<file path="src/hw/lsr_pkg.sv">
package lsr_pkg;
  // Clock and integration timing
  localparam int unsigned CLK_PERIOD_NS = 10;
  localparam int unsigned INTEG_MS      = 400;
  localparam int unsigned INTEG_CYC_DEF = INTEG_MS * 1000000 / CLK_PERIOD_NS;

  // Register indices on the serial link
  localparam logic [3:0] A_CTRL = 4'h0;
  localparam logic [3:0] A_THLL = 4'h2;
  localparam logic [3:0] A_THLH = 4'h3;
  localparam logic [3:0] A_THHL = 4'h4;
  localparam logic [3:0] A_THHH = 4'h5;
  localparam logic [3:0] A_ICR  = 4'h6;
  localparam logic [3:0] A_ID   = 4'ha;
  localparam logic [3:0] A_C0L  = 4'hc;
  localparam logic [3:0] A_C0H  = 4'hd;
  localparam logic [3:0] A_C1L  = 4'he;
  localparam logic [3:0] A_C1H  = 4'hf;

  // Bus addresses
  localparam logic [6:0] ARA_ADDR     = 7'h0c;
  localparam logic [6:0] DEV_ADDR_DEF = 7'h39;

  // Identity nibbles; values are arbitrary
  localparam logic [3:0] PART_CODE = 4'ha;
  localparam logic [3:0] REV_CODE  = 4'h6;

  // Field positions
  localparam int STY_HI   = 5;
  localparam int STY_LO   = 4;
  localparam int PER_HI   = 3;
  localparam int CMD_BIT  = 7;
  localparam int CLR_BIT  = 6;
  localparam int WORD_BIT = 5;

  // Field values
  localparam logic [1:0] STY_OFF = 2'h0;
  localparam logic [1:0] STY_LVL = 2'h1;
  localparam logic [1:0] STY_TST = 2'h3;
  localparam logic [1:0] PWR_ON  = 2'h3;
  localparam logic [3:0] BYTE_BITS = 4'h8;
  localparam logic [3:0] ACK_SEEN  = 4'h9;

  typedef enum logic [5:0] {
    ST_IDLE  = 6'h01,
    ST_ADDR  = 6'h02,
    ST_WACK  = 6'h04,
    ST_WRITE = 6'h08,
    ST_READ  = 6'h10,
    ST_RACK  = 6'h20
  } lsr_st_t;

  typedef struct packed {
    logic [15:0] ch1;
    logic [15:0] ch0;
  } lsr_res_t;

  typedef struct packed {
    logic        scl_m, scl_s, scl_p;
    logic        sda_m, sda_s, sda_p;
    lsr_st_t     st;
    logic [3:0]  bitcnt;
    logic [7:0]  sr;
    logic [7:0]  tx;
    logic        rw, first, ara, lost, word;
    logic [3:0]  ptr;
    logic [1:0]  ctrl;
    logic [7:0]  icr;
    logic [15:0] thr_lo;
    logic [15:0] thr_hi;
    lsr_res_t    res;
    logic [7:0]  sh0, sh1;
    logic        pend;
    logic [3:0]  pcnt;
    logic [31:0] icnt;
    logic        sda_oe, irq_oe, run;
  } lsr_state_t;
endpackage

</file>
<file path="src/hw/lsr_top.sv">
`timescale 1ns/1ps
module lsr_top import lsr_pkg::*; #(
  parameter int unsigned INTEG_CYCLES = INTEG_CYC_DEF,
  parameter logic [6:0]  DEV_ADDR     = DEV_ADDR_DEF
) (
  input  wire logic        clk_i,
  input  wire logic        rstn_i,
  input  wire logic        scl_i,
  input  wire logic        sda_i,
  input  wire logic [15:0] adc_ch0_i,
  input  wire logic [15:0] adc_ch1_i,
  output logic             sda_o,
  output logic             sda_oe_o,
  output logic             irq_o,
  output logic             irq_oe_o,
  output logic             adc_run_o
);

  lsr_state_t q;
  lsr_state_t n;
  logic       scl_r;
  logic       scl_f;
  logic       start;
  logic       stop;
  logic       load;
  logic       wr_icr;
  logic       conv_now;
  logic       out_win;
  logic [3:0] per;

  // Register read multiplexer; unmapped indices read zero
  function automatic logic [7:0] rd_mux(input logic [3:0] a, input lsr_state_t s);
    case (a)
      A_CTRL:  rd_mux = {6'h00, s.ctrl};
      A_THLL:  rd_mux = s.thr_lo[7:0];
      A_THLH:  rd_mux = s.thr_lo[15:8];
      A_THHL:  rd_mux = s.thr_hi[7:0];
      A_THHH:  rd_mux = s.thr_hi[15:8];
      A_ICR:   rd_mux = s.icr;
      A_ID:    rd_mux = {PART_CODE, REV_CODE};
      A_C0L:   rd_mux = s.res.ch0[7:0];
      A_C0H:   rd_mux = s.sh0;
      A_C1L:   rd_mux = s.res.ch1[7:0];
      A_C1H:   rd_mux = s.sh1;
      default: rd_mux = 8'h00;
    endcase
  endfunction

  // Next-state logic: link first, then conversion events, so a set beats a clear
  always_comb begin
    n        = q;
    scl_r    = q.scl_s & ~q.scl_p;
    scl_f    = ~q.scl_s & q.scl_p;
    start    = q.scl_s & q.scl_p & q.sda_p & ~q.sda_s;
    stop     = q.scl_s & q.scl_p & ~q.sda_p & q.sda_s;
    load     = 1'b0;
    wr_icr   = 1'b0;
    conv_now = 1'b0;
    per      = q.icr[PER_HI:0];
    out_win  = (adc_ch0_i <= q.thr_lo) || (adc_ch0_i > q.thr_hi);
    // Pin synchronisers; SCL edges are found on the synced copy only
    n.scl_m  = scl_i;
    n.scl_s  = q.scl_m;
    n.scl_p  = q.scl_s;
    n.sda_m  = sda_i;
    n.sda_s  = q.sda_m;
    n.sda_p  = q.sda_s;
    if (stop) begin
      n.st     = ST_IDLE;
      n.sda_oe = 1'b0;
    end else if (start) begin
      n.st     = ST_ADDR;
      n.bitcnt = 4'h0;
      n.sda_oe = 1'b0;
    end else begin
      unique case (q.st)
        ST_IDLE: begin
        end
        ST_ADDR, ST_WRITE: begin
          if (scl_r && q.bitcnt != BYTE_BITS) begin
            n.sr     = {q.sr[6:0], q.sda_s};
            n.bitcnt = q.bitcnt + 4'h1;
          end else if (scl_f && q.bitcnt == BYTE_BITS) begin
            if (q.st == ST_ADDR) begin
              // Answer the alert response only with a pending interrupt in alert or test style (STY_HI set)
              n.ara    = (q.sr[7:1] == ARA_ADDR) && q.sr[0] && q.pend
                         && q.icr[STY_HI];
              n.rw     = q.sr[0];
              n.first  = 1'b1;
              n.lost   = 1'b0;
              n.st     = (q.sr[7:1] == DEV_ADDR || n.ara) ? ST_WACK : ST_IDLE;
              n.sda_oe = (n.st == ST_WACK);
            end else begin
              n.st     = ST_WACK;
              n.sda_oe = 1'b1;
              n.first  = 1'b0;
              if (q.first && q.sr[CMD_BIT]) begin
                // Command byte sets pointer and word mode, may clear the interrupt
                n.ptr  = q.sr[3:0];
                n.word = q.sr[WORD_BIT];
                if (q.sr[CLR_BIT]) begin
                  n.pend = 1'b0;
                end
              end else begin
                n.ptr = q.word ? q.ptr + 4'h1 : q.ptr;
                case (q.ptr)
                  A_CTRL:  n.ctrl = q.sr[1:0];
                  A_THLL:  n.thr_lo[7:0] = q.sr;
                  A_THLH:  n.thr_lo[15:8] = q.sr;
                  A_THHL:  n.thr_hi[7:0] = q.sr;
                  A_THHH:  n.thr_hi[15:8] = q.sr;
                  A_ICR: begin
                    // Reserved bits are stored as zero whatever the host sends
                    wr_icr = 1'b1;
                    n.icr  = {2'b00, q.sr[5:0]};
                  end
                  default: begin
                  end
                endcase
              end
            end
          end
        end
        ST_WACK: begin
          if (scl_f) begin
            if (q.rw) begin
              load = 1'b1;
            end else begin
              n.st     = ST_WRITE;
              n.bitcnt = 4'h0;
              n.sda_oe = 1'b0;
            end
          end
        end
        ST_READ: begin
          if (scl_r) begin
            n.bitcnt = q.bitcnt + 4'h1;
            // Lost arbitration on the alert answer: back off, keep interrupt
            if (q.ara && q.tx[7] && !q.sda_s) begin
              n.lost   = 1'b1;
              n.sda_oe = 1'b0;
            end
          end else if (scl_f) begin
            if (q.bitcnt == BYTE_BITS) begin
              n.st     = ST_RACK;
              n.sda_oe = 1'b0;
              if (q.ara && !q.lost) begin
                n.pend = 1'b0;
              end
            end else begin
              n.tx     = {q.tx[6:0], 1'b0};
              n.sda_oe = ~q.tx[6] & ~q.lost;
            end
          end
        end
        ST_RACK: begin
          if (scl_r) begin
            n.bitcnt = ACK_SEEN;
            if (q.sda_s) begin
              n.st = ST_IDLE; // Master NACK ends the read
            end
          end else if (scl_f && q.bitcnt == ACK_SEEN) begin
            load = 1'b1;
          end
        end
        default: n.st = ST_IDLE;
      endcase
    end
    // Load the next byte to send, with the read side effects
    if (load) begin
      n.st     = ST_READ;
      n.bitcnt = 4'h0;
      if (q.ara) begin
        n.tx = {DEV_ADDR, 1'b0};
      end else begin
        n.tx  = rd_mux(q.ptr, q);
        n.ptr = q.word ? q.ptr + 4'h1 : q.ptr;
        if (q.ptr == A_C0L) begin
          n.sh0 = q.res.ch0[15:8];
        end
        if (q.ptr == A_C1L) begin
          n.sh1 = q.res.ch1[15:8];
        end
      end
      n.sda_oe = ~n.tx[7];
    end
    // Integration timer runs only while powered up
    if (q.ctrl != PWR_ON) begin
      n.icnt = 32'h0;
    end else if (q.icnt == 32'(INTEG_CYCLES - 1)) begin
      conv_now = 1'b1;
      n.icnt   = 32'h0;
      n.res    = '{ch1: adc_ch1_i, ch0: adc_ch0_i};
      if (per == 4'h0) begin
        n.pend = 1'b1;
      end else if (out_win) begin
        if (q.pcnt + 4'h1 >= per) begin
          n.pend = 1'b1;
          n.pcnt = 4'h0;
        end else begin
          n.pcnt = q.pcnt + 4'h1;
        end
      end else begin
        n.pcnt = 4'h0;
      end
    end else begin
      n.icnt = q.icnt + 32'h1;
    end
    if (wr_icr && q.sr[STY_HI:STY_LO] == STY_TST) begin
      n.pend = 1'b1;
    end
    // Pin driven only when a style is enabled
    n.irq_oe = n.pend && (n.icr[STY_HI:STY_LO] != STY_OFF);
    n.run    = (n.ctrl == PWR_ON);
  end

  // State register; power-down, zero results and style off after reset
  always_ff @(posedge clk_i or negedge rstn_i) begin
    if (!rstn_i) begin
      q    <= '0;
      q.st <= ST_IDLE;
      // Bus pins idle high, so the sync chain starts high: no false edge after reset
      q.scl_m <= 1'b1;
      q.scl_s <= 1'b1;
      q.scl_p <= 1'b1;
      q.sda_m <= 1'b1;
      q.sda_s <= 1'b1;
      q.sda_p <= 1'b1;
    end else begin
      q <= n;
    end
  end

  // Open-drain pins pull low only
  assign sda_o     = 1'b0;
  assign irq_o     = 1'b0;
  assign sda_oe_o  = q.sda_oe;
  assign irq_oe_o  = q.irq_oe;
  assign adc_run_o = q.run;

  a_style_off: assert property (
    @(posedge clk_i) disable iff (!rstn_i)
    (q.icr[STY_HI:STY_LO] == STY_OFF) |-> !irq_oe_o)
    else $error("interrupt driven while style is off");

  a_test_mode: assert property (
    @(posedge clk_i) disable iff (!rstn_i)
    (wr_icr && q.sr[STY_HI:STY_LO] == STY_TST) |=> (q.pend && irq_oe_o))
    else $error("test style did not raise the interrupt");

  a_persist_zero: assert property (
    @(posedge clk_i) disable iff (!rstn_i)
    (conv_now && per == 4'h0) |=> q.pend)
    else $error("no interrupt at end of conversion");

  a_persist_one: assert property (
    @(posedge clk_i) disable iff (!rstn_i)
    (conv_now && per == 4'h1 && out_win) |=> q.pend)
    else $error("single out-of-window result missed");

  a_persist_count: assert property (
    @(posedge clk_i) disable iff (!rstn_i)
    (conv_now && out_win && per > 4'h1 && q.pcnt + 4'h1 < per)
    |=> (q.pcnt == $past(q.pcnt) + 4'h1))
    else $error("persistence count did not advance");

  a_inwin_clear: assert property (
    @(posedge clk_i) disable iff (!rstn_i)
    (conv_now && !out_win && per != 4'h0) |=> (q.pcnt == 4'h0))
    else $error("in-window result kept the count");

  a_id_const: assert property (
    @(posedge clk_i) disable iff (!rstn_i)
    (load && !q.ara && q.ptr == A_ID) |=> (q.tx == {PART_CODE, REV_CODE}))
    else $error("identity byte wrong");

  a_shadow_hold: assert property (
    @(posedge clk_i) disable iff (!rstn_i)
    !(load && q.ptr == A_C0L) |=> $stable(q.sh0))
    else $error("shadow changed without a low byte read");

  a_power_down: assert property (
    @(posedge clk_i) disable iff (!rstn_i)
    (q.ctrl != PWR_ON) |-> (!conv_now ##1 q.icnt == 32'h0))
    else $error("converting while powered down");

  a_level_hold: assert property (
    @(posedge clk_i) disable iff (!rstn_i)
    (irq_oe_o && q.icr[STY_HI:STY_LO] == STY_LVL && !(q.st == ST_WRITE && q.first)
     && !wr_icr)
    |=> irq_oe_o)
    else $error("level interrupt dropped without clear");

  a_level_clear: assert property (
    @(posedge clk_i) disable iff (!rstn_i)
    (scl_f && q.st == ST_WRITE && q.first && q.bitcnt == BYTE_BITS && q.sr[CMD_BIT]
     && q.sr[CLR_BIT] && !conv_now) |=> !q.pend)
    else $error("clear command left the interrupt pending");

  a_alert_clear: assert property (
    @(posedge clk_i) disable iff (!rstn_i)
    (scl_f && q.st == ST_READ && q.bitcnt == BYTE_BITS && q.ara && !q.lost && !conv_now)
    |=> !q.pend)
    else $error("won alert response left the interrupt pending");

  a_inwin_quiet: assert property (
    @(posedge clk_i) disable iff (!rstn_i)
    (conv_now && per == 4'h1 && adc_ch0_i > q.thr_lo && adc_ch0_i <= q.thr_hi
     && !q.pend && !wr_icr) |=> !q.pend)
    else $error("in-window result raised the interrupt");

  a_shadow_latch: assert property (
    @(posedge clk_i) disable iff (!rstn_i)
    (load && !q.ara && q.ptr == A_C1L) |=> (q.sh1 == $past(q.res.ch1[15:8])))
    else $error("shadow missed the upper result byte");

  a_word_step: assert property (
    @(posedge clk_i) disable iff (!rstn_i)
    (load && !q.ara && q.word) |=> (q.ptr == $past(q.ptr) + 4'h1))
    else $error("word read did not step the pointer");

  a_result_pair: assert property (
    @(posedge clk_i) disable iff (!rstn_i)
    conv_now |=> (q.res == {$past(adc_ch1_i), $past(adc_ch0_i)}))
    else $error("result bytes not updated together");

endmodule

</file>
<file path="config.mk">
export PLATFORM = sky130hd
export DESIGN_NAME = lsr_top
export DESIGN_NICKNAME = d
export VERILOG_FILES = /design/src/hw/lsr_pkg.sv /design/src/hw/lsr_top.sv
export SDC_FILE = /design/constraint.sdc
export NUM_CORES = 1
export LEC_CHECK = 0
export ABC_AREA = 1
export BUFFER_PORTS_ARGS = -buffer_cell sky130_fd_sc_hd__buf_2
export CORE_MARGIN = 5
export CORE_UTILIZATION = 47
export CTS_CLUSTER_DIAMETER = 200
export DETAILED_ROUTE_END_ITERATION = 10
export PLACE_DENSITY = 0.61
export SLEW_MARGIN = 20
export SYNTH_ARGS = -nofsm -noshare
export SYNTH_HDL_FRONTEND = slang
export SYNTH_SLANG_ARGS = --single-unit
</file>
<file path="constraint.sdc">
create_clock -name clk_i -period 5.2 [get_ports clk_i]
set_input_delay 0.52 -clock clk_i [delete_from_list [all_inputs] [get_ports clk_i]]
set_output_delay 0.52 -clock clk_i [all_outputs]
set_load 0.005 [all_outputs]
</file>
==> results by stage, run 1 <==
Clock tree:
- The clock latency at the later pin of the worst-skew pair is between 0.4 and 0.5 ns.
- The cell at the root of the clock tree is clkbuf_16.
- The TritonCTS clock tree is done.
- Counting along the longest clock path gives a buffer depth of 2.
- The number of hold buffers added after CTS was 0.
- The number of gates given a new drive strength after cts is 0.
- Clock-pin slew was measured on the worst setup and hold paths at around 0.070 ns.
- The clock sink count is roughly 170.
- The H-tree generated during clock tree synthesis spans 4 levels.
- The number of clock buffers added by TritonCTS is 17.
- The number of setup buffers added after CTS is 0.

Logic synthesis:
- The share of the yosys chip area belonging to registers is between 40% and 50%.
- The count of distinct cell types in the synthesized netlist is 49.
- Synthesis produced ~1200 cells.
- After synthesis the netlist holds a flip-flop and latch count of approximately 170.
- A synthesized cell averages a little under 8 um2.
- The number of warnings reported in the yosys synthesis log is 0.
- In this run the cell area of the synthesized design comes to around 0.0095 mm2.

Layout:
- The antenna diode count is 0.
- The area occupied by multi-input gates is around 0.0045 mm2.
- Leaving out fill and tap cells, the most frequent cells in the layout are nand2_1 (307), inv_1 (165), dfrtp_1 (162), o21ai_0 (103), nor2_1 (97).
- Compared with the post-synthesis result, the final layout area differs by 11.0%.
- Summing all non-filler instances in the final layout gives an area of between 0.01 and 0.015 mm2.
- Fill cells in the final layout number about 2000.
- The post-layout instance count excluding filler cells is between 1500 and 2000.
- Across the whole layout, storage elements account for 0.00424 mm2.
- The post-layout net count is 1324.
- Cells with a size suffix above 1 make up between 10% and 20% of the layout.
- For this run, the share of the core covered by cells in the final layout is 52.4%.
- Leaving out fill and tap cells, the most frequent cell in the layout is nand2_1.

Pwr:
- The largest voltage drop on the vdd net is 0.212 mV.
- The ratio of total power to cell area is approximately 280 mW/mm2.
- For this design the static power due to leakage is about 4.8 nW.

Drt:
- For this block, the via count after detailed routing is around 8000.
- The detailed router's first-iteration violation count is between 600 and 700.
- The count of nets left with antenna violations after detail routing is 0.
- In the routed layout, each cell is associated on average with a via count of 5.24.
- The first detailed-routing pass ran for 5 iterations.
- The number of DRC violations after detailed routing is 0.
- After detailed routing, the average wire length per cell comes to about 16 um.
- The final wirelength is ~24000 um.

Global routing:
- For this run, the total global-route usage over all layers was measured as 21.4%.
- The global-route wire length before repair is about 40000 um.
- The number of antenna violations at the first check in global routing is 0.
- The total congestion overflow after global routing is 0.
- The number of global-route vias before repair came to between 7000 and 8000.
- The largest net degree at the start of global routing is between 150 and 200.

Floorplanning:
- 41 I/O pins were placed.
- The number of rows in the core area is between 50 and 60.
- The die covers 0.0231 mm2.
- The floorplan die height is between 150 and 200 um.
- The horizontal extent of the die is approximately 150 um.
- For this configuration, the core starts out at a cell density of between 40% and 50%.
- The region available for standard cell placement spans roughly 0.02 mm2.

Timing:
- The shortest clock period the worst path allows after layout is approximately 2.5 ns.
- The maximum frequency from static timing analysis is a little over 0.4 GHz.
- The number of endpoints with negative hold slack in the final report is 0.
- Dividing the final minimum period by the clock period gives around 47%.
- The clock arrives with between 0.01 and 0.015 ns of skew.
- Setup repair after global routing left no endpoint under its margin.
- After routing, the total negative slack on setup checks comes to 0 ns.
- The worst pin sits at a relative slew slack of 30.7%.
- The slew of the pin with the lowest slew margin is ~1.0 ns.
- The number of pins exceeding their max-slew limit in the final report is 0.
- The total of endpoints with negative setup slack in the final report is 0.

Worst setup path:
- Data arrives at the worst endpoint at 2.77 ns.
- The worst-path maximum fanout is 12.
- The slowest cell on the critical path is dfstp_2.
- The path type of the worst setup path is flip-flop to flip-flop.
- The data required time at the worst endpoint is around 5.5 ns.
- Traced cell by cell, the critical path runs through ha_1 -> inv_1 -> nor2_1 -> nand2_1 -> nand2_2 -> inv_2 -> nand2_1 -> a21oi_1 -> nor3_2 -> nand2_1 -> nand2_1 -> o21ai_0.
- The critical path launch point type is a flip-flop.
- The delay of the slowest cell on the worst path is roughly 0.56 ns.
- The worst setup path is captured at a flip-flop.
- Counting stages on the worst path, the most repeated cell is nand2_1.
- The number of buffer and inverter stages on the critical path is 2.
- Grouping stages by cell kind, the critical path spends the most delay in simple AND/OR/NAND/NOR gates.

Job:
- The max-capacitance violation count is 0.

Placement:
- The placed instances occupy a cell area of a little under 0.01 mm2.
- Port buffering added 38 buffers.
- Once placement completed, the tool counted placed cells totaling around 1500.
- Detailed placement ended at an HPWL of 18100 um.
- The congestion estimate from routability-driven global placement came to about 1.0.

Worst hold path:
- In this run the worst hold path is classified as input port to async pin.

Run status:
- The flow ran to the end, and the final reports show no timing, DRC or antenna violations.
## synthesized netlist by cell type, drive strengths merged
library cell | instances | area, um2
a32oi | 1 | 8.76
a21o | 1 | 7.51
inv | 167 | 627
o21a | 6 | 45.0
nor3b | 1 | 7.51
a31oi | 2 | 12.5
clkinv | 2 | 7.51
a21oi | 49 | 249
dfrtp | 162 | 4050
nand2 | 318 | 1240
o2111ai | 2 | 17.5
o22ai | 11 | 68.8
or2 | 6 | 37.5
nand3 | 62 | 310
nor3 | 27 | 161
a22oi | 8 | 60.1
dfstp | 7 | 184
a21boi | 1 | 7.51
nand4 | 36 | 246
o211ai | 3 | 22.5
buf | 14 | 93.8
clkbuf | 10 | 37.5
xor2 | 11 | 96.3
o221a | 1 | 11.3
a221oi | 2 | 17.5
xnor2 | 4 | 35.0
conb | 1 | 3.75
o221ai | 1 | 8.76
nor4 | 9 | 56.3
ha | 48 | 601
o21ai | 121 | 666
o21bai | 1 | 7.51
o31ai | 1 | 7.51
nor2 | 108 | 459
## power breakdown
group          total [mW]  switching [mW]  internal, mW
clock                1.26           0.550         0.711
combinational       0.291           0.199        0.0928
sequential           1.39          0.0345          1.36
## worst reg2reg max path: cells and delay by family, from the launching register on
family	cells	cell delay, ns
buf+inv	2	0.17
flops	1	0.56
compound gates	2	0.13
simple gates	7	1.30
fa+ha+maj	1	0.16
## path summary, 6_finish.rpt
path,to,depth (start not counted),start,slack (ns)
setup / recovery,q[162],12,n[168],2.75
hold / removal,q[28],2,rstn_i,0.12
setup reg to reg,q[162],12,n[168],2.75
hold reg to reg,n[165],0,n[166],0.36
max in group asynchronous,q[115],2,rstn_i,4.21
min in group clk_i,n[169],1,scl_i,0.19
## final cells by class
class,instances,share of cell area (%)
clock buffers,18,4.08
clock inverters,13,1.39
inverters,169,6.04
multi-input cells,843,42.6
flip-flops and latches,169,40.3
well taps,270,3.21
repair buffers,40,2.32
## sequential cells by signal, summed over array words and instances, names as in the netlist
name / flops
q: 158
n: 4
per: 4
adc_run_o: 1
irq_oe_o: 1
sda_oe_o: 1
## logic make-up (layout without fill, tap and decap cells)
logic type | after synthesis | in the layout | share of synthesized area [%]
AO/OA/AOI/OAI | 211 | 211 | 12.9
AND/OR/NAND/NOR | 567 | 567 | 26.6
flip-flops | 169 | 169 | 44.7
XOR/XNOR | 15 | 15 | 1.39
buffers and inverters | 193 | 240 | 8.08
adder cells (fa/ha/maj) | 48 | 48 | 6.34
other | 1 | 2 | 0.0396
## routing by layer
| metal | vias to the layer above | wire length [um] | GRT usage (%) |
|---|---|---|---|
| li1 | 4015 | - | - |
| met1 | 3724 | 11900 | 31.0 |
| met3 | 29 | 1340 | 4.89 |
| met5 | - | 0 | 0 |
| met2 | 201 | 10900 | 32.8 |
| met4 | 0 | 352 | 4.97 |
## metrics by stage
stage          worst slack (ns)  power (mW)  hold slack, ns
6_report                   2.75        2.94           0.118
5_1_grt                    2.50        3.07           0.162
4_1_cts                    2.64        2.97           0.168
3_5_place_dp               2.65        1.71           0.352
3_3_place_gp               2.75        1.70           0.351
2_1_floorplan              3.23        1.59           0.224
(Power assumes the default switching activity.)
==> inputs of run 2 (changes only) <==
--- a/config.mk
+++ b/config.mk
@@ -5,13 +5,13 @@
 export SDC_FILE = /design/constraint.sdc
 export NUM_CORES = 1
 export LEC_CHECK = 0
-export ABC_AREA = 1
+export ABC_AREA = 0
 export BUFFER_PORTS_ARGS = -buffer_cell sky130_fd_sc_hd__buf_2
 export CORE_MARGIN = 5
 export CORE_UTILIZATION = 47
 export CTS_CLUSTER_DIAMETER = 200
 export DETAILED_ROUTE_END_ITERATION = 10
-export PLACE_DENSITY = 0.61
+export PLACE_DENSITY = 0.63
 export SLEW_MARGIN = 20
 export SYNTH_ARGS = -nofsm -noshare
 export SYNTH_HDL_FRONTEND = slang
==> constraint.sdc (replaced) <==
create_clock -name clk_i -period 2.05 [get_ports clk_i]
set_input_delay 0.205 -clock clk_i [delete_from_list [all_inputs] [get_ports clk_i]]
set_output_delay 0.205 -clock clk_i [all_outputs]
set_load 0.005 [all_outputs]
==> run 2 against run 1 <==
Effect of this change:
- the run now ends with setup timing left
- utilization rose by 20 points
- sequential share of layout area fell by 10 points
- sequential power up 150%
- register-to-register slack got worse by 3.1 ns
- critical path depth fell by 5
- clock skew is 0.0029 ns higher
- die area decreased by 1.5%
- clock power rose to 2.6 times the previous value
- total power grew to 2.7 times the previous value
- flip-flop and latch count unchanged
- worst hold slack got worse by 0.084 ns
- fmax up 0.28%
- critical path type unchanged
- critical endpoint is now q[112]
==> results by stage, run 2 <==
Run status:
- The flow ran to the end, but the final reports show violations.
- The checks that failed: setup timing.

Drt:
- After detailed routing, the number of remaining DRC violations is 0.
- The final wirelength is approximately 29000 um.
- The detailed router's first-iteration violation count is between 500 and 600.
- The ratio of routed vias to standard cells is between 5 and 6.
- The routed layout has just over 8000 vias.
- The count of nets left with antenna violations after detail routing is 0.
- The number of search-and-repair iterations in the first detailed-routing pass is 9.
- The wire length per cell is 19.7 um.

Placement:
- Once placement finished, the instance area stood at 0.0117 mm2.
- At the end of routability-driven placement, the weighted congestion stood at about 0.91.
- The post-DP HPWL is between 15000 and 20000 um.
- Buffers placed on the I/O ports in this run total 38.

Floorplanning:
- Once the floorplan was initialized, standard cells occupied between 40% and 50% of the core.
- Measured along the x axis, the die boundary spans around 150 um.
- The area of the core is ~0.020 mm2.
- The full die area is between 0.02 and 0.025 mm2.
- For this design the top-level I/O count stands at 41.
- The number of rows in the core area is approximately 50.
- The floorplan die height is ~150 um.

Timing:
- In this run the tightest slew margin relative to its limit is a little under two fifths.
- The number of pins exceeding their max-slew limit in the final report is 0.
- The final worst slack is -0.394 ns.
- The share of the clock period used by the worst path is 119%.
- The number of endpoints with negative hold slack in the final report is 0.
- Setup repair after global routing could not meet its margin everywhere.
- Timing would allow up to between 0.4 and 0.5 GHz.
- The tightest hold path in the finished design has a slack of between 0.03 and 0.04 ns.
- The worst clock skew is 0.0148 ns.
- After layout, the minimum clock period comes to between 2 and 2.5 ns.
- The slew of the pin with the lowest slew margin is around 0.94 ns.
- The total of endpoints with negative setup slack in the final report is between 150 and 200.

Logic synthesis:
- In this run, synthesis inferred 0 flip-flops with an integrated enable.
- Summed over all instances, the cell type with the most area after synthesis is dfrtp_1.
- The commonest cells after synthesis are dfrtp_1 (162), mux2_2 (100), nand2_1 (68).
- The Yosys step of the flow raised 0 warnings.
- Synthesis produced between 800 and 900 cells.
- The top cell type by area accounts for between 40% and 50% of the synthesized area.
- Sequential elements use a little under half of the synthesized area.
- The cell area that synthesis handed to floorplanning was between 0.009 and 0.01 mm2.
- Ranked by total cell area, the synthesized netlist is headed by dfrtp_1 (43%), mux2_2 (12%), ha_1 (6.4%).
- The most frequently used flop master after synthesis is dfrtp_1.
- The post-synthesis sequential element count is ~170.
- The fraction of registers with async set or reset after synthesis is 100%.
- The most common cell in the synthesized netlist is dfrtp_1.
- In this run, distinct cell masters in the synthesized netlist total between 80 and 90.
- After synthesis, the mean cell area works out to 10.5 um2.

Worst setup path:
- In this design, the stage delay of the slowest critical-path cell is about 0.56 ns.
- The worst-path maximum fanout is 8.
- The worst register-to-register path ends at q[112].
- The path type of the worst setup path is flip-flop to flip-flop.
- The critical path launch point type is a flip-flop.
- The worst setup path is captured at a flip-flop.
- The startpoint identified for the worst register-to-register timing path is q[164].
- The largest individual stage delay along the critical path comes from the cell or4_4.
- For the worst setup path, the data required time is 2.37 ns.
- Counting cells, the worst reg-to-reg path comes to 7.
- The slack of the worst reg-to-reg path is -0.39 ns.
- In this run the worst setup path begins at q[164].
- The data arrival time of the critical path is roughly 2.8 ns.
- The critical path goes through or4_4 -> or2_4 -> nor4_4 -> and2_4 -> buf_12 -> nand3_4 -> mux2_4.
- The end of the critical path is q[112].

Layout:
- The most common cell after layout, fill and taps aside is buf_4.
- The post-layout net count is roughly 1300.
- The filler cell count is about 1400.
- The flip-flop count of the largest register, all copies and words added is about 160.
- The finished cells cover approximately 0.014 mm2.
- Counting flops per register, the top entry is q.
- From synthesis to final layout, the design area changed by 51.2%.
- In the final layout, the share of cells above drive strength 1 is 49.6%.
- Leaving out fill and tap cells, the most frequent cells in the layout are buf_4 (205), dfrtp_1 (162), mux2_4 (86), nand2_1 (59), inv_1 (45).
- The antenna diode count is 0.

Pwr:
- The fraction of power spent switching nets is between 20% and 30%.
- The net switching power is between 2 and 2.5 mW.
- Internal power comes to approximately 5.6 mW.
- The share of total power dissipated in the clock network is 41.4%.
- IR analysis of the VDD net gives a maximum drop of between 0.5 and 0.6 mV.
- The leakage power is 6.41 nW.
- In this run the power density over the cells is ~560 mW/mm2.
- Sequential cells burn 44.0% of the power.
- The share of total power dissipated in combinational logic is 14.6%.

Clock tree:
- The clock sink count is 169.
- Clock-pin slew was measured on the worst setup and hold paths at ~0.080 ns.
- The cell at the root of the clock tree is clkbuf_16.
- The clock latency at the later pin of the worst-skew pair is about 0.44 ns.
- The TritonCTS buffer count is 17.
- In this run the deepest clock path goes through 2 buffers.
- TritonCTS built the clock tree.
- The maximum level of the CTS H-tree is 4.

Global routing:
- The number of antenna violations at the first check in global routing was 0.
- The total global routing track utilization is about a quarter.
- Summed over all layers, the global routing overflow is 0.
- The global-route wire length before repair is about 44000 um.
- The largest net degree at the start of global routing is 55.
- The number of global-route vias before repair is between 8000 and 9000.

Worst hold path:
- The path class of the tightest hold or removal check is input port to flip-flop.

Job:
- The max-capacitance violation count is 0.
==> run 2: cells by family (layout without fill, tap and decap cells) <==
family	Yosys count	in the layout	synth area share, %
compound gates	156	156	11.5
xor+xnor	36	36	3.38
fa+ha+maj	48	48	6.44
buf+inv	92	399	4.07
flops	169	169	45.5
mux	105	105	12.6
other cells	1	2	0.0402
simple gates	279	279	16.5
==> run 2: worst min path at each step <==
stage / startpoint / endpoint / slack [ns] / depth (start not counted)
3_3_place_gp: rstn_i / q[45] / 0.18 / 1
4_1_cts: adc_ch0_i[0] / q[56] / 0.01 / 2
2_1_floorplan: rstn_i / adc_run_o / -0.09 / 0
6_report: adc_ch0_i[0] / q[56] / 0.03 / 2
5_1_grt: adc_ch0_i[0] / q[56] / 0.04 / 2
3_5_place_dp: rstn_i / q[45] / 0.18 / 1
==> run 2: per-stage QoR <==
| stage | util [%] | worst slack, ns | TNS (ns) | power, mW | std cells |
|---|---|---|---|---|---|
| after floorplan | - | -0.580 | -33.40 | 3.92 | 887 |
| after global placement | 59.7 | -0.384 | -32.28 | 4.41 | 1363 |
| after detailed placement | 59.7 | -0.465 | -34.81 | 4.41 | 1363 |
| after CTS | 67.9 | -0.371 | -27.16 | 7.82 | 1444 |
| after global routing | 72.2 | -0.451 | -48.94 | 8.14 | 1459 |
| final | 72.2 | -0.394 | -35.49 | 7.87 | 1459 |
==> run 2: worst max-delay path, delay by kind of cell (launching register included) <==
kind | cells | cell delay [ns]
buf+inv | 1 | 0.13
flops | 1 | 0.42
mux | 1 | 0.38
simple gates | 5 | 1.40
==> run 2: power by group through the flow <==
stage	logic (mW)	registers [mW]	clock network [mW]
floorplan	0.404	3.51	0
CTS	1.08	3.45	3.29
global placement	0.897	3.52	0
detailed placement	0.898	3.52	0
global route	1.24	3.47	3.44
finish	1.15	3.46	3.26
==> run 2: what timing repair did <==
action                                  in CTS  in global routing
endpoints found under the setup margin     161                161
hold buffers                                19                  0
buffers inserted                            29                 13
resized for setup                          132                159
pin swaps                                   44                 68
hold endpoints to repair                    64                  0
gates cloned                                 1                  5
==> run 2: per-layer routing <==
layer	global-route usage, %	vias up	wire length, um
li1	-	3823	-
met1	33.7	4140	12500
met2	40.2	267	13900
met3	5.18	40	1880
met4	7.39	0	458
met5	0	-	0
==> run 2: area by class of cell <==
type / instances / area [um2] / area share [%]
Clock buffer: 17 / 425 / 3.02
Tap cell: 265 / 332 / 2.35
Inverter: 51 / 191 / 1.36
Clock inverter: 15 / 171 / 1.22
Multi-Input combinational cell: 626 / 6010 / 42.6
Sequential cell: 169 / 4240 / 30.1
Timing Repair Buffer: 316 / 2730 / 19.4
==> inputs of run 3 (changes only) <==
--- a/config.mk
+++ b/config.mk
@@ -5,7 +5,7 @@
 export SDC_FILE = /design/constraint.sdc
 export NUM_CORES = 1
 export LEC_CHECK = 0
-export ABC_AREA = 0
+export ABC_AREA = 1
 export BUFFER_PORTS_ARGS = -buffer_cell sky130_fd_sc_hd__buf_2
 export CORE_MARGIN = 5
 export CORE_UTILIZATION = 47
==> run 3 against run 2 <==
Effect of this change:
- the run still ends with setup timing left
- register-to-register slack better by 0.37 ns
- clock power is 8.9% higher
- sequential power is 2% higher
- global-route usage is 2.8 points lower
- combinational power is 16% lower
- fmax is 18% higher
- total power is 2.2% higher
- flip-flop and latch count stayed put
- wire length is 7.7% lower
- largest cell class unchanged
==> results by stage, run 3 (synthesized netlist as in run 1, its figures left out) <==
Timing:
- The shortest clock period the worst path allows after layout is 2.08 ns.
- The total of endpoints with negative setup slack in the final report is 8.
- The clock arrives with between 0.01 and 0.015 ns of skew.
- The final worst slack is -0.0273 ns.
- Setup repair after global routing could not meet its margin everywhere.
- The number of pins exceeding their max-slew limit in the final report is 0.
- The share of the clock period used by the worst path is 101%.
- The number of endpoints with negative hold slack in the final report is 0.
- Derived from the worst setup path, the maximum achievable clock frequency is a little under 0.5 GHz.
- In the final timing run, aggregate negative setup slack is -0.0948 ns.

Placement:
- Input and output buffers added on the ports amount to 38.
- The final weighted congestion of routability-driven global placement is roughly 0.92.
- The placed standard-cell area is 0.0105 mm2.
- Detailed placement ended at an HPWL of 18900 um.

Drt:
- The detail route stage leaves a number of antenna-violating nets equal to 0.
- The wire length per cell is 16.1 um.
- The pre-antenna-repair detailed-routing pass consisted of 5 iterations.
- The final wirelength is 26500 um.
- The detailed router's first-iteration violation count is around 630.
- Using the TritonRoute via totals, the vias-per-cell ratio works out to ~5.2.
- The total via count after detailed routing is 8626.
- The number of DRC violations after detailed routing is 0.

Layout:
- The antenna diode count is 0.
- The post-route netlist has roughly a quarter of its cells at a drive strength greater than 1.
- The filler cell count is approximately 1800.
- Summing all flip-flop and latch instances after layout gives 0.00424 mm2.
- The finished cells cover 0.0121 mm2.
- The multi-input combinational cells in the finished layout cover a total of 0.00493 mm2.
- More flip-flops sit in one register than any other, and that register is q.
- The post-layout net count is 1447.
- The most common cell after layout, fill and taps aside is nand2_1.
- The library cells used most frequently in the layout, excluding fill and tap cells, are nand2_1 (269), dfrtp_1 (161), inv_1 (154), buf_4 (86), nor2_1 (84).
- The register with the most flip-flops in the layout has approximately 160 of them.
- The relative area change from synthesis to final layout is 28.1%.

Run status:
- The final reports fail on setup timing.
- The flow ran to the end, but the final reports show violations.

Worst setup path:
- The path type of the worst setup path is flip-flop to flip-flop.
- The data arrival time of the critical path is between 2 and 2.5 ns.
- The worst-path maximum fanout is 6.
- The critical path capture point type is a flip-flop.
- The critical path launch point type is a flip-flop.
- The data required time at the worst endpoint is about 2.4 ns.

Floorplanning:
- The I/O pin count is just over 40.
- The floorplan has 52 rows.
- The die covers between 0.02 and 0.025 mm2.
- The horizontal extent of the die is 152 um.
- The area of the core is roughly 0.020 mm2.
- For this configuration, the core starts out at a cell density of between 40% and 50%.
- The floorplan die height is 152 um.

Clock tree:
- The clock reaches the later pin of the worst-skew pair after around 0.44 ns.
- TritonCTS built the clock tree.
- The clock sink count is approximately 170.
- The cell at the root of the clock tree is clkbuf_16.
- Clock-pin slew was measured on the worst setup and hold paths at roughly 0.070 ns.
- The maximum level of the CTS H-tree is 4.
- Buffers inserted during clock tree synthesis total 17.
- Counting along the longest clock path gives a buffer depth of 2.

Pwr:
- The ratio of total power to cell area is 663 mW/mm2.
- The leakage power is about 5.6 nW.
- The largest voltage drop on the vdd net is 0.526 mV.
- The completed layout was analyzed and its total power is between 8 and 9 mW.

Global routing:
- The number of global-route vias before repair came to 8109.
- The first global-routing pass estimated ~41000 um of wire.
- The total congestion overflow after global routing is 0.
- The largest net degree at the start of global routing is 50.
- For this run, the total global-route usage over all layers was measured as a little over a fifth.
- The number of antenna violations at the first check in global routing is 0.

Job:
- The tool flagged a number of max-cap violations equal to 0.

Worst hold path:
- The worst min-delay path class is input port to flip-flop.
run 3: cell count changes in the layout (fill, tap and decap cells not counted), moves of 58 or more:
| cell | previous run | this run |
|---|---|---|
| buf_4 | 205 | 86 |
| inv_1 | 45 | 154 |
| mux2_4 | 86 | 0 |
| nand2_1 | 59 | 269 |
| nor2_1 | 26 | 84 |
| o21ai_0 | 18 | 82 |
run 3: path summary, 6_finish.rpt:
path                       cells past startpoint    startpoint      to  slack, ns
max in group asynchronous                      3        rstn_i  n[166]       1.12
hold reg to reg                                0        n[166]  n[165]       0.36
setup / recovery                              12          q[3]   q[70]      -0.03
min in group asynchronous                      2        rstn_i    q[4]       0.23
setup reg to reg                              12          q[3]   q[70]      -0.03
hold / removal                                 3  adc_ch0_i[2]   q[58]       0.02
run 3: layout make-up:
class / instances / share of cell area [%]
well taps: 270 / 2.78
multi-input cells: 845 / 40.6
inverters: 169 / 5.23
flip-flops and latches: 169 / 34.9
clock buffers: 18 / 3.62
clock inverters: 14 / 1.69
repair buffers: 161 / 11.1
run 3: report_power, final:
part           leakage [nW]  switching [mW]  internal (mW)
logic                  3.11           0.585          0.376
registers              2.14          0.0818           3.44
clock network         0.308            1.45           2.10
total                  5.55            2.12           5.92
run 3: critical path, stage by stage, from the launching register on:
cell	delay, ns
dfrtp_1	0.37
ha_2	0.19
nand2_2	0.05
nor2_1	0.09
nand2_1	0.08
nor3_2	0.18
buf_4	0.16
nand4_1	0.19
nor2_4	0.23
buf_12	0.16
clkbuf_16	0.16
nand2_2	0.04
o21ai_1	0.06
run 3: metrics by stage:
step	std cells	setup WS (ns)	utilization, %	hold slack, ns
final	1646	-0.0273	60.5	0.0229
after global routing	1646	-0.139	60.5	0.0265
after CTS	1617	-0.0488	56.7	0.00762
after detailed placement	1566	-0.0143	52.5	0.137
after global placement	1566	0.0245	52.5	0.133
after floorplan	1205	0.0810	-	-0.0906
run 3: repair_timing:
action                                  CTS  global route
hold buffers                             19             0
endpoints found under the setup margin   15           132
resized for setup                         2           152
gates cloned                              0             6
buffers inserted                          0            24
pin swaps                                 0            32
endpoints found under the hold margin    51             0
run 3: layer usage:
| metal | routed length, um | global-route usage [%] | up-vias | share of wire [%] |
|---|---|---|---|---|
| met5 | 0 | 0 | - | 0 |
| met3 | 1440 | 3.84 | 45 | 5.4 |
| met4 | 637 | 7.58 | 0 | 2.4 |
| met1 | 11900 | 30.7 | 4066 | 45 |
| met2 | 12600 | 34.8 | 255 | 47 |
| li1 | - | - | 4260 | - |
